[src/roc_pkg.sv]
// Purpose: shared constants and types for the relay output command logic
// Assumes: 32 relays, avalon-mm slave with 32-bit data and word addressing
// Notes:   register indices are word addresses on the slave port
package roc_pkg;

	localparam int NRLY = 32;
	localparam int AW   = 4;

	// word addresses
	localparam logic [AW-1:0] REG_MODE_LO  = 4'h0;
	localparam logic [AW-1:0] REG_MODE_HI  = 4'h1;
	localparam logic [AW-1:0] REG_FAILSAFE = 4'h2;
	localparam logic [AW-1:0] REG_RETAIN   = 4'h3;
	localparam logic [AW-1:0] REG_WIDTH    = 4'h4;
	localparam logic [AW-1:0] REG_REM_OP   = 4'h5;
	localparam logic [AW-1:0] REG_REM_REL  = 4'h6;
	localparam logic [AW-1:0] REG_STATE    = 4'h7;
	localparam logic [AW-1:0] REG_HOLD     = 4'h8;
	localparam logic [AW-1:0] REG_LATCH    = 4'h9;
	localparam logic [AW-1:0] REG_COIL     = 4'hA;

	localparam logic [31:0] RD_UNMAPPED = 32'h0000_0000;
	localparam int          WIDTH_RST   = 1;
	localparam int          WIDTH_MIN   = 1;

	// relay operating modes
	typedef enum logic [1:0] {
		MODE_UNLATCH = 2'b00,
		MODE_LATCH   = 2'b01,
		MODE_PULSE   = 2'b10,
		MODE_TOGGLE  = 2'b11
	} roc_mode_t;

	// pulse and toggle sequencing
	typedef enum logic [1:0] {
		PH_IDLE = 2'b00,
		PH_ON   = 2'b01,
		PH_HOLD = 2'b10
	} roc_phase_t;

	typedef struct packed {
		logic          read;
		logic          write;
		logic [AW-1:0] address;
		logic [31:0]   writedata;
		logic [3:0]    byteenable;
	} roc_avs_req_t;

	typedef struct packed {
		logic        waitrequest;
		logic [31:0] readdata;
	} roc_avs_rsp_t;

endpackage : roc_pkg

[src/roc_relay_cmd.sv]
// Purpose: command logic for up to 32 output relays with avalon-mm registers
// Assumes: scan tick is a one-cycle strobe per half line cycle
// Notes:   relay state only moves on scan ticks; fault and power-up act at once
// Notes on behaviour
// - each relay has its own of four modes
// - failsafe inverts coil drive versus logical state
// - unlatched relay follows its linked setpoints
// - latched relay holds until explicit release
// - local release under remote hold clears latch only
// - pulse once, then hold released one width
// - width 10 ms to 1 s, excludes mechanics
// - evaluate on half-cycle tick, width whole ticks
// - toggle inverts state, then holds one width
// - internal pulse sources trigger pulse/toggle relays
// - remote operate holds latched/unlatched until release
// - remote release also clears local latch
// - pulse/toggle: remote operate triggers, release ignored
// - non-retentive relays restart inactive, remotes dropped
// - retentive latched relays keep state and remotes
// - critical fault releases all, clears remote commands
//
// Design decisions made here: the placing of the registers and the Avalon-MM interface to the registers.
`timescale 1ns/10ps
module roc_relay_cmd #(
	parameter int TW = 8
) (
	// clock and reset
	input  wire logic                       clk_i,
	input  wire logic                       rst_i,
	// avalon-mm slave
	input  wire roc_pkg::roc_avs_req_t      avs_i,
	output roc_pkg::roc_avs_rsp_t           avs_o,
	// scan and system events
	input  wire logic                       scan_tick_i,
	input  wire logic                       crit_fault_i,
	input  wire logic                       pwr_restore_i,
	// local command sources
	input  wire logic [roc_pkg::NRLY-1:0]   setpoint_i,
	input  wire logic [roc_pkg::NRLY-1:0]   loc_release_i,
	input  wire logic [roc_pkg::NRLY-1:0]   pulse_src_i,
	// coil drivers
	output logic      [roc_pkg::NRLY-1:0]   coil_o
);
	import roc_pkg::*;

	typedef struct packed {
		logic                              wreq;
		logic [31:0]                       rdata;
		logic [NRLY-1:0][1:0]              mode;
		logic [NRLY-1:0]                   failsafe;
		logic [NRLY-1:0]                   retain;
		logic [TW-1:0]                     width;
		logic [NRLY-1:0]                   active;
		logic [NRLY-1:0]                   latch;
		logic [NRLY-1:0]                   hold;
		logic [NRLY-1:0]                   sp_prev;
		logic [NRLY-1:0]                   pend_op;
		logic [NRLY-1:0]                   pend_rel;
		logic [NRLY-1:0]                   pend_lrel;
		logic [NRLY-1:0]                   pend_src;
		roc_phase_t [NRLY-1:0]             phase;
		logic [NRLY-1:0][TW-1:0]           tmr;
		logic [NRLY-1:0]                   coil;
	} roc_state_t;

	roc_state_t s;
	roc_state_t next_s;

	// byte-lane merge for writable words
	function automatic logic [31:0] be_merge(input logic [31:0] old_v,
		input logic [31:0] new_v, input logic [3:0] be);
		logic [31:0] r;
		r = old_v;
		for (int b = 0; b < 4; b++) begin
			if (be[b]) begin
				r[b*8 +: 8] = new_v[b*8 +: 8];
			end
		end
		return r;
	endfunction : be_merge

	always_comb begin
		logic            req;
		logic            wr;
		logic [31:0]     new_op;
		logic [31:0]     new_rel;
		logic [TW-1:0]   w;
		logic            ev_op;
		logic            ev_rel;
		logic            ev_lrel;
		logic            ev_cmd;
		logic [NRLY-1:0] drop;
		req     = avs_i.read | avs_i.write;
		wr      = 1'b0;
		new_op  = '0;
		new_rel = '0;
		w       = '0;
		ev_op   = 1'b0;
		ev_rel  = 1'b0;
		ev_lrel = 1'b0;
		ev_cmd  = 1'b0;
		drop    = '0;
		next_s  = s;

		// one wait state: request seen with wreq high, answered next cycle
		next_s.wreq = ~(req & s.wreq);
		wr          = avs_i.write & ~s.wreq;
		if (req & s.wreq) begin
			unique case (avs_i.address)
				REG_MODE_LO:  next_s.rdata = s.mode[15:0];
				REG_MODE_HI:  next_s.rdata = s.mode[31:16];
				REG_FAILSAFE: next_s.rdata = s.failsafe;
				REG_RETAIN:   next_s.rdata = s.retain;
				REG_WIDTH:    next_s.rdata = 32'(s.width);
				REG_STATE:    next_s.rdata = s.active;
				REG_HOLD:     next_s.rdata = s.hold;
				REG_LATCH:    next_s.rdata = s.latch;
				REG_COIL:     next_s.rdata = s.coil;
				default:      next_s.rdata = RD_UNMAPPED;
			endcase
		end
		if (wr) begin
			unique case (avs_i.address)
				REG_MODE_LO:  next_s.mode[15:0]  = be_merge(s.mode[15:0],
					avs_i.writedata, avs_i.byteenable);
				REG_MODE_HI:  next_s.mode[31:16] = be_merge(s.mode[31:16],
					avs_i.writedata, avs_i.byteenable);
				REG_FAILSAFE: next_s.failsafe = be_merge(s.failsafe,
					avs_i.writedata, avs_i.byteenable);
				REG_RETAIN:   next_s.retain = be_merge(s.retain,
					avs_i.writedata, avs_i.byteenable);
				REG_WIDTH:    next_s.width = TW'(be_merge(32'(s.width),
					avs_i.writedata, avs_i.byteenable));
				REG_REM_OP:   new_op  = be_merge('0, avs_i.writedata, avs_i.byteenable);
				REG_REM_REL:  new_rel = be_merge('0, avs_i.writedata, avs_i.byteenable);
				default: ;
			endcase
		end

		// events between scans are kept; an event on the tick cycle is not lost
		// a tick-cycle event is used by that scan only, so it cannot outlive a later release
		next_s.pend_op   = scan_tick_i ? '0 : (s.pend_op | new_op);
		next_s.pend_rel  = scan_tick_i ? '0 : (s.pend_rel | new_rel);
		next_s.pend_lrel = scan_tick_i ? '0 : (s.pend_lrel | loc_release_i);
		next_s.pend_src  = scan_tick_i ? '0 : (s.pend_src | pulse_src_i);

		// zero width would give no pulse, so it is raised to one tick
		w = (s.width < TW'(WIDTH_MIN)) ? TW'(WIDTH_MIN) : s.width;

		// all relays evaluated together on the scan tick
		if (scan_tick_i) begin
			next_s.sp_prev = setpoint_i;
			for (int i = 0; i < NRLY; i++) begin
				ev_op   = s.pend_op[i] | new_op[i];
				ev_rel  = s.pend_rel[i] | new_rel[i];
				ev_lrel = s.pend_lrel[i] | loc_release_i[i];
				unique case (roc_mode_t'(s.mode[i]))
					MODE_UNLATCH, MODE_LATCH: begin
						next_s.phase[i] = PH_IDLE;
						next_s.tmr[i]   = '0;
						// remote hold, operate wins over release
						next_s.hold[i]  = ev_op | (s.hold[i] & ~ev_rel);
						if (roc_mode_t'(s.mode[i]) == MODE_LATCH) begin
							// local release drops latch, hold stays
							next_s.latch[i] = setpoint_i[i] |
								(s.latch[i] & ~(ev_lrel | ev_rel));
						end else begin
							next_s.latch[i] = 1'b0;
						end
						next_s.active[i] = next_s.latch[i] | next_s.hold[i] |
							(setpoint_i[i] & (roc_mode_t'(s.mode[i]) == MODE_UNLATCH));
					end
					MODE_PULSE, MODE_TOGGLE: begin
						next_s.latch[i] = 1'b0;
						next_s.hold[i]  = 1'b0;
						// remote operate triggers, remote release unused
						ev_cmd = ev_op | s.pend_src[i] | pulse_src_i[i] |
							(setpoint_i[i] & ~s.sp_prev[i]);
						unique case (s.phase[i])
							PH_IDLE: begin
								if (ev_cmd) begin
									next_s.tmr[i] = w;
									if (roc_mode_t'(s.mode[i]) == MODE_PULSE) begin
										next_s.active[i] = 1'b1;
										next_s.phase[i]  = PH_ON;
									end else begin
										next_s.active[i] = ~s.active[i];
										next_s.phase[i]  = PH_HOLD;
									end
								end
							end
							PH_ON: begin
								if (s.tmr[i] <= TW'(1)) begin
									// release and hold off one width
									next_s.active[i] = 1'b0;
									next_s.phase[i]  = PH_HOLD;
									next_s.tmr[i]    = w;
								end else begin
									next_s.tmr[i] = s.tmr[i] - TW'(1);
								end
							end
							PH_HOLD: begin
								// commands during hold-off are not accepted
								if (s.tmr[i] <= TW'(1)) begin
									next_s.phase[i] = PH_IDLE;
									next_s.tmr[i]   = '0;
								end else begin
									next_s.tmr[i] = s.tmr[i] - TW'(1);
								end
							end
							default: begin
								next_s.phase[i] = PH_IDLE;
								next_s.tmr[i]   = '0;
							end
						endcase
					end
				endcase
			end
		end

		// non-retentive relays restart inactive, remotes dropped
		if (pwr_restore_i) begin
			for (int i = 0; i < NRLY; i++) begin
				drop[i] = ~(s.retain[i] & (roc_mode_t'(s.mode[i]) == MODE_LATCH));
			end
		end
		if (crit_fault_i) begin
			drop = '1;
		end
		next_s.active    = next_s.active & ~drop;
		next_s.latch     = next_s.latch & ~drop;
		next_s.hold      = next_s.hold & ~drop;
		next_s.pend_op   = next_s.pend_op & ~drop;
		next_s.pend_rel  = next_s.pend_rel & ~drop;
		next_s.pend_src  = next_s.pend_src & ~drop;
		next_s.pend_lrel = next_s.pend_lrel & ~drop;
		for (int i = 0; i < NRLY; i++) begin
			if (drop[i]) begin
				next_s.phase[i] = PH_IDLE;
				next_s.tmr[i]   = '0;
			end
		end

		// failsafe energises the coil while inactive
		next_s.coil = next_s.active ^ next_s.failsafe;
	end

	always_ff @(posedge clk_i) begin
		if (rst_i) begin
			s       <= '0;
			s.wreq  <= 1'b1;
			s.width <= TW'(WIDTH_RST);
		end else begin
			s <= next_s;
		end
	end

	assign avs_o.waitrequest = s.wreq;
	assign avs_o.readdata    = s.rdata;
	assign coil_o            = s.coil;

endmodule : roc_relay_cmd

[config.mk]
export PLATFORM = sky130hd
export DESIGN_NAME = roc_relay_cmd
export DESIGN_NICKNAME = d
export VERILOG_FILES = /design/src/roc_pkg.sv /design/src/roc_relay_cmd.sv
export SDC_FILE = /design/constraint.sdc
export NUM_CORES = 2
export LEC_CHECK = 0
export BUFFER_PORTS_ARGS = -buffer_cell sky130_fd_sc_hd__buf_2
export CAP_MARGIN = 20
export CORE_ASPECT_RATIO = 1.5
export CORE_UTILIZATION = 25
export DETAILED_ROUTE_END_ITERATION = 10
export GPL_TIMING_DRIVEN = 0
export SKIP_CTS_REPAIR_TIMING = 1
export SYNTH_ARGS = -nofsm -noshare
export SYNTH_HDL_FRONTEND = slang
export SYNTH_SLANG_ARGS = --single-unit
[constraint.sdc]
create_clock -name clk_i -period 4.8 [get_ports clk_i]
set_clock_uncertainty 0.15 [all_clocks]
set_input_delay 0.24 -clock clk_i [delete_from_list [all_inputs] [get_ports clk_i]]
set_output_delay 0.24 -clock clk_i [all_outputs]
set_load 0.1 [all_outputs]
Yosys cells after proc, flatten, opt, wreduce, memory -nomap -nowiden. Cells that the tools add are included.

Register bits: 777. Bits in latches: 0. Memory bits (writable): 0. Memory bits (read-only): 0. Memories: 0.

$add $sub $neg: 32. Multipliers: 0. Divide/modulo/power cells: 0. Magnitude comparators: 33. Eq/ne operators: 266. Shift-type cells: 0. Muxes and demuxes: 702. Bitwise logic cells: 690. Reductions and logical operators: 238.

Operators with widths (count): $mux W8 (111); $pmux W8 S3 (32); $pmux W8 S2 (32); $mux W32 (12); $or A1 B1 Y1 (353); $ne A3 B3 Y1 const B (96); $pmux W32 S9 (1); $le A8 B1 Y1 const B (32); $mux W2 (128); $pmux W1 S2 (128); $sub A8 B1 Y8 const B (32); $and A32 B32 Y32 (7); $eq A2 B2 Y1 const B (96); $mux W1 (192); $pmux W2 S3 (32); $reduce_or A2 Y1 (96); $and A1 B1 Y1 (162); $not A1 Y1 (162); $eq A2 B1 Y1 const B (64); $logic_not A2 Y1 (64); $mux W128 (1); $or A32 B32 Y32 (4); $pmux W2 S2 (32); $reduce_and A4 Y1 (32); 11 further kinds (60).

Logic depth before layout (Yosys ltp).
Word-level depth: 17. Depth in mapped cells: 10. Depth with buffers taken out: 8.

Worst setup path after synthesis. OpenSTA, ideal clock, no wires.

Kind: reg2reg. Start point: register s[154] in the netlist's numbering. End point: register s, in the netlist coil_o[15]. Arrival: 2.363 ns. Data required time: 4.529 ns. Setup slack: 2.166 ns. Stages on the path, launching flop included: 9. Buffers on the path: 3. Period minus slack after synthesis: 2.634 ns. Cells stage by stage: dfxtp_1 buf_6 or4_4 buf_6 o41a_1 buf_6 o311a_1 o221a_1 mux2_4.

Word-level cells in the longest chain between the ends: 7.

RTL lines: from (decl) (RTL line roc_relay_cmd.sv:66) `roc_state_t s;`; from (signal assigned) (RTL line roc_relay_cmd.sv:254) `s <= next_s;`; $le A8 B1 Y1 (RTL line roc_relay_cmd.sv:193) `if (s.tmr[i] <= TW'(1)) begin`; $mux W1 (RTL line roc_relay_cmd.sv:193); $pmux W1 S2 (RTL line roc_relay_cmd.sv:179) `unique case (s.phase[i])`; $pmux W1 S2 (RTL line roc_relay_cmd.sv:157) `unique case (roc_mode_t'(s.mode[i]))`; $mux W128 (RTL line roc_relay_cmd.sv:151) `if (scan_tick_i) begin`; $and A32 B32 Y32 (RTL line roc_relay_cmd.sv:230) `next_s.active = next_s.active & ~drop;`; $xor A32 B32 Y32 (RTL line roc_relay_cmd.sv:245) `next_s.coil = next_s.active ^ next_s.failsafe;`.

Every way passes these cells. A chain may end at the register's enable or synchronous reset.

Worst setup path in the final report.
Start point: input port scan_tick_i. End point: register s[415] in the netlist's numbering.

Word-level cells in the longest chain between the ends: 2.

RTL lines: from (decl) (RTL line roc_relay_cmd.sv:34) `input wire logic scan_tick_i,`; $mux W32 (RTL line roc_relay_cmd.sv:144) `next_s.pend_lrel = scan_tick_i ? '0 : (s.pend_lrel | loc_release_i);`; $and A32 B32 Y32 (RTL line roc_relay_cmd.sv:236) `next_s.pend_lrel = next_s.pend_lrel & ~drop;`.

Every way passes these cells.

==> flow_metrics.py <==
metrics = {
    "setup_path": {
        "reg2reg_to": "coil_o[30]$_SDFF_PP0_",
        "crit_fanout": 10,
        "path_cells": "buf_2 -> clkbuf_1 -> clkbuf_1 -> buf_1 -> buf_8 -> clkbuf_1 -> clkbuf_1 -> nor3_1",
        "cpMaxStageDelayCell": "clkbuf_1",
        "critPathMostFrequentCell": "clkbuf_1",
        "crit_required_ps": 5190,
        "ff2ff_path_depth": 10,
        "end_kind": "register",
        "crit_buf_inv": 7,
        "critPathTopFamily": "buffers and inverters",
        "reg2reg_from": "avs_o[32]$_SDFF_PP1_",
        "max_stage_delay_ps": 1010,
        "start_kind": "primary input",
        "critical_path_class": "primary input to register",
        "r2r_slack_ps": 970,
        "worstPathArrival_ps": 4810,
    },
    "place": {
        "dp.cells": 8403,
        "dp_hpwl_um": 172000,
        "port_buffers": 198,
        "pre_cts_ws_ps": -569,
        "routabilityCongestion": 1.05,
    },
    "cells_and_area": {
        "syn_to_final_growth_pct": 19.8,
        "fillCellCount": 19557,
        "num-nets-final": 6429,
        "final_layout_size_suffix_gt1_share_pct": 10.5,
        "instances_no_fill": 8725,
    },
    "sta": {
        "fmax_ghz": 0.226,
        "rsz0062_at_grt": "false",
        "setup_viol": 0,
        "fin_ws_ps": 379,
        "slew_viol_final": 0,
        "hold_viol_final": 0,
        "period_share_pct": 92.1,
        "tns_ps": 0,
        "tightest_slew_ps": 1360,
        "fin_crit_ps": 4420,
        "slew-limit-headroom_pct": 9.29,
        "whs_ps": 19.1,
    },
    "detailed_routing": {
        "routed-via-count": 50824,
        "drtPass1Iterations": 7,
        "routed_via_density": 5.83,
        "wire_per_inst_um": 26.2,
        "ant_nets": 0,
        "wl_um": 229000,
        "drt_iter0_drc": 6766,
        "route.detailed.drc": 0,
    },
    "logic_synthesis": {
        "postSynth.asyncResetShare_pct": 0,
        "synth_edf_count": 0,
        "yosysMostFrequentCell": "dfxtp_1",
        "synth_top_cell_by_area": "dfxtp_1",
        "ys_top_cells_by_count": "dfxtp_1, nor2_1, a21oi_1, nand2_1, clkbuf_1",
        "ys_types": 94,
        "synthTopCellsByArea": "dfxtp_1, nor2_1, mux2i_1",
        "syn_area_sq_mm": 0.0456,
        "synth_warnings": 0,
        "synth_top_area_share_pct": 34.1,
        "synth_seq_cells": 777,
        "synth_flop_cell": "dfxtp_1",
        "synth-seq-area-share_pct": 34.1,
        "synth.avg_cell_area_sq_um": 7.92,
        "synthCells": 5761,
        "synth_nets": 5968,
    },
    "clocking": {
        "path_clk_slew_ps": 60,
        "clock_latency_ps": 730,
        "clock-sinks": 777,
        "h-tree-depth": 3,
        "cts_inserted_buffers": 87,
        "cts_tree": "done",
        "cts_root_buffer": "clkbuf_16",
        "cts.path.max_buffers": 3,
    },
    "die": {
        "io_pins": 208,
        "initial_core_util_pct": 25.2,
        "die-area_sq_mm": 0.184,
        "fp-row-count": 191,
        "die_w_um": 351,
        "die_h_um": 525,
        "core_area_sq_mm": 0.181,
    },
    "min_path": {
        "min_path_cells": 4,
        "hold_start": "avs_i[41]",
        "hp-class": "primary input to register",
        "hold_end": "avs_o[19]$_SDFFE_PP0P_",
    },
    "power": {
        "p_total_uw": 15000,
        "leakagePower_uw": 0.0193,
        "p_per_area_mw_per_mm2": 275,
        "max-vdd-ir-drop_mv": 0.277,
    },
    "global_route": {
        "first_global_vias": 46717,
        "grt_usage_pct": 23.6,
        "grt-ovfl-total": 0,
        "antenna_found_initial": 52,
        "grt_max_degree": 13,
        "grt_pass1_wl_um": 321000,
    },
    "run_status": {
        "status": "finished clean",
    },
    "run": {
        "drv_cap": 0,
    },
}
-- cell type report --
cell class / instances / area, sq um / area share, %
clock buffers: 132 / 2620 / 4.80
multi-input cells: 4318 / 27300 / 50.0
well taps: 2412 / 3020 / 5.52
inverters: 214 / 803 / 1.47
repair buffers: 372 / 2940 / 5.37
flip-flops and latches: 777 / 15600 / 28.5
diodes: 26 / 65.1 / 0.119
clock inverters: 22 / 322 / 0.589
plain buffers: 452 / 2020 / 3.70
-- per-layer routing --
| layer | share of wire [%] | vias to the layer above | track usage, % |
|---|---|---|---|
| met5 | 0.11 | - | 0 |
| met4 | 7.8 | 42 | 16.0 |
| met3 | 12 | 838 | 7.70 |
| met2 | 43 | 3201 | 36.3 |
| met1 | 37 | 24502 | 27.8 |
| li1 | - | 22241 | - |
-- how the worst max path moves through the flow --
stage,startpoint,to,depth (start not counted)
after floorplan,s[154]$_SDFFE_PP0P_,coil_o[15]$_SDFF_PP0_,8
after global placement,scan_tick_i,s[471]$_SDFF_PP0_,7
after detailed placement,scan_tick_i,s[574]$_SDFF_PP0_,10
after CTS,scan_tick_i,s[574]$_SDFF_PP0_,10
after global routing,scan_tick_i,s[570]$_SDFF_PP0_,10
final,scan_tick_i,s[415]$_SDFF_PP0_,8
-- cells by family (layout without fill, tap and decap cells) --
kind of cell / Yosys count / in the layout / synth area share (%)
adders and majority gates: 64 / 64 / 1.76
muxes: 256 / 256 / 5.70
DFF: 777 / 777 / 34.1
buffers and inverters: 666 / 1192 / 6.14
AOI/OAI and AO/OA: 1741 / 1741 / 27.1
other: 0 / 26 / 0
and+or+nand+nor: 2128 / 2128 / 22.7
xor gates and xnor gates: 129 / 129 / 2.48
-- layout by cell type (no fill, tap or decap), types with 38 or more instances in the layout --
cell type      count
inv_1            211
nor3_1           290
nor2_1           764
a211oi_1          49
dfxtp_1          777
a31o_2            60
or3_1             85
o211ai_1          38
o2bb2ai_1        105
and3_1            54
buf_4             68
nor4_1            60
xor2_1            68
buf_2            227
ha_1              64
xnor2_1           61
or2_2             40
o21ai_0          202
a22oi_1          276
nor2b_1           67
and2_1            40
nand3_1          138
a21oi_1          357
a22o_1            59
clkbuf_1         335
o31ai_1           58
clkbuf_16         90
nand2_1          344
nor3b_1           48
mux2i_1          228
dlygate4sd3_1    130
a31oi_1           95
nand2b_1          56
-- stage by stage --
step                      cell area (sq um)  util (%)
after floorplan                       45600         -
after global routing                  54600      30.2
after detailed placement              50200      27.7
final                                 54600      30.2
after CTS                             53100      29.4
after global placement                49600      27.4
-- power by group --
part / leakage, uW / total (uW) / switching (uW) / internal (uW)
Sequential: 0.00627 / 6540 / 47.1 / 6490
Clock: 0.00145 / 7150 / 3060 / 4090
Combinational: 0.0116 / 1320 / 975 / 344
-- worst min-delay path: stages --
cell and delay, ps:
buf_2 150, o21ai_1 180, a22oi_1 220, nor2_1 50
-- state kept, by name, indices dropped and copies added (netlist names) --
name	cells
avs_o	33
s	712
coil_o	32
Note: power is estimated with default switching activity, not from simulation.
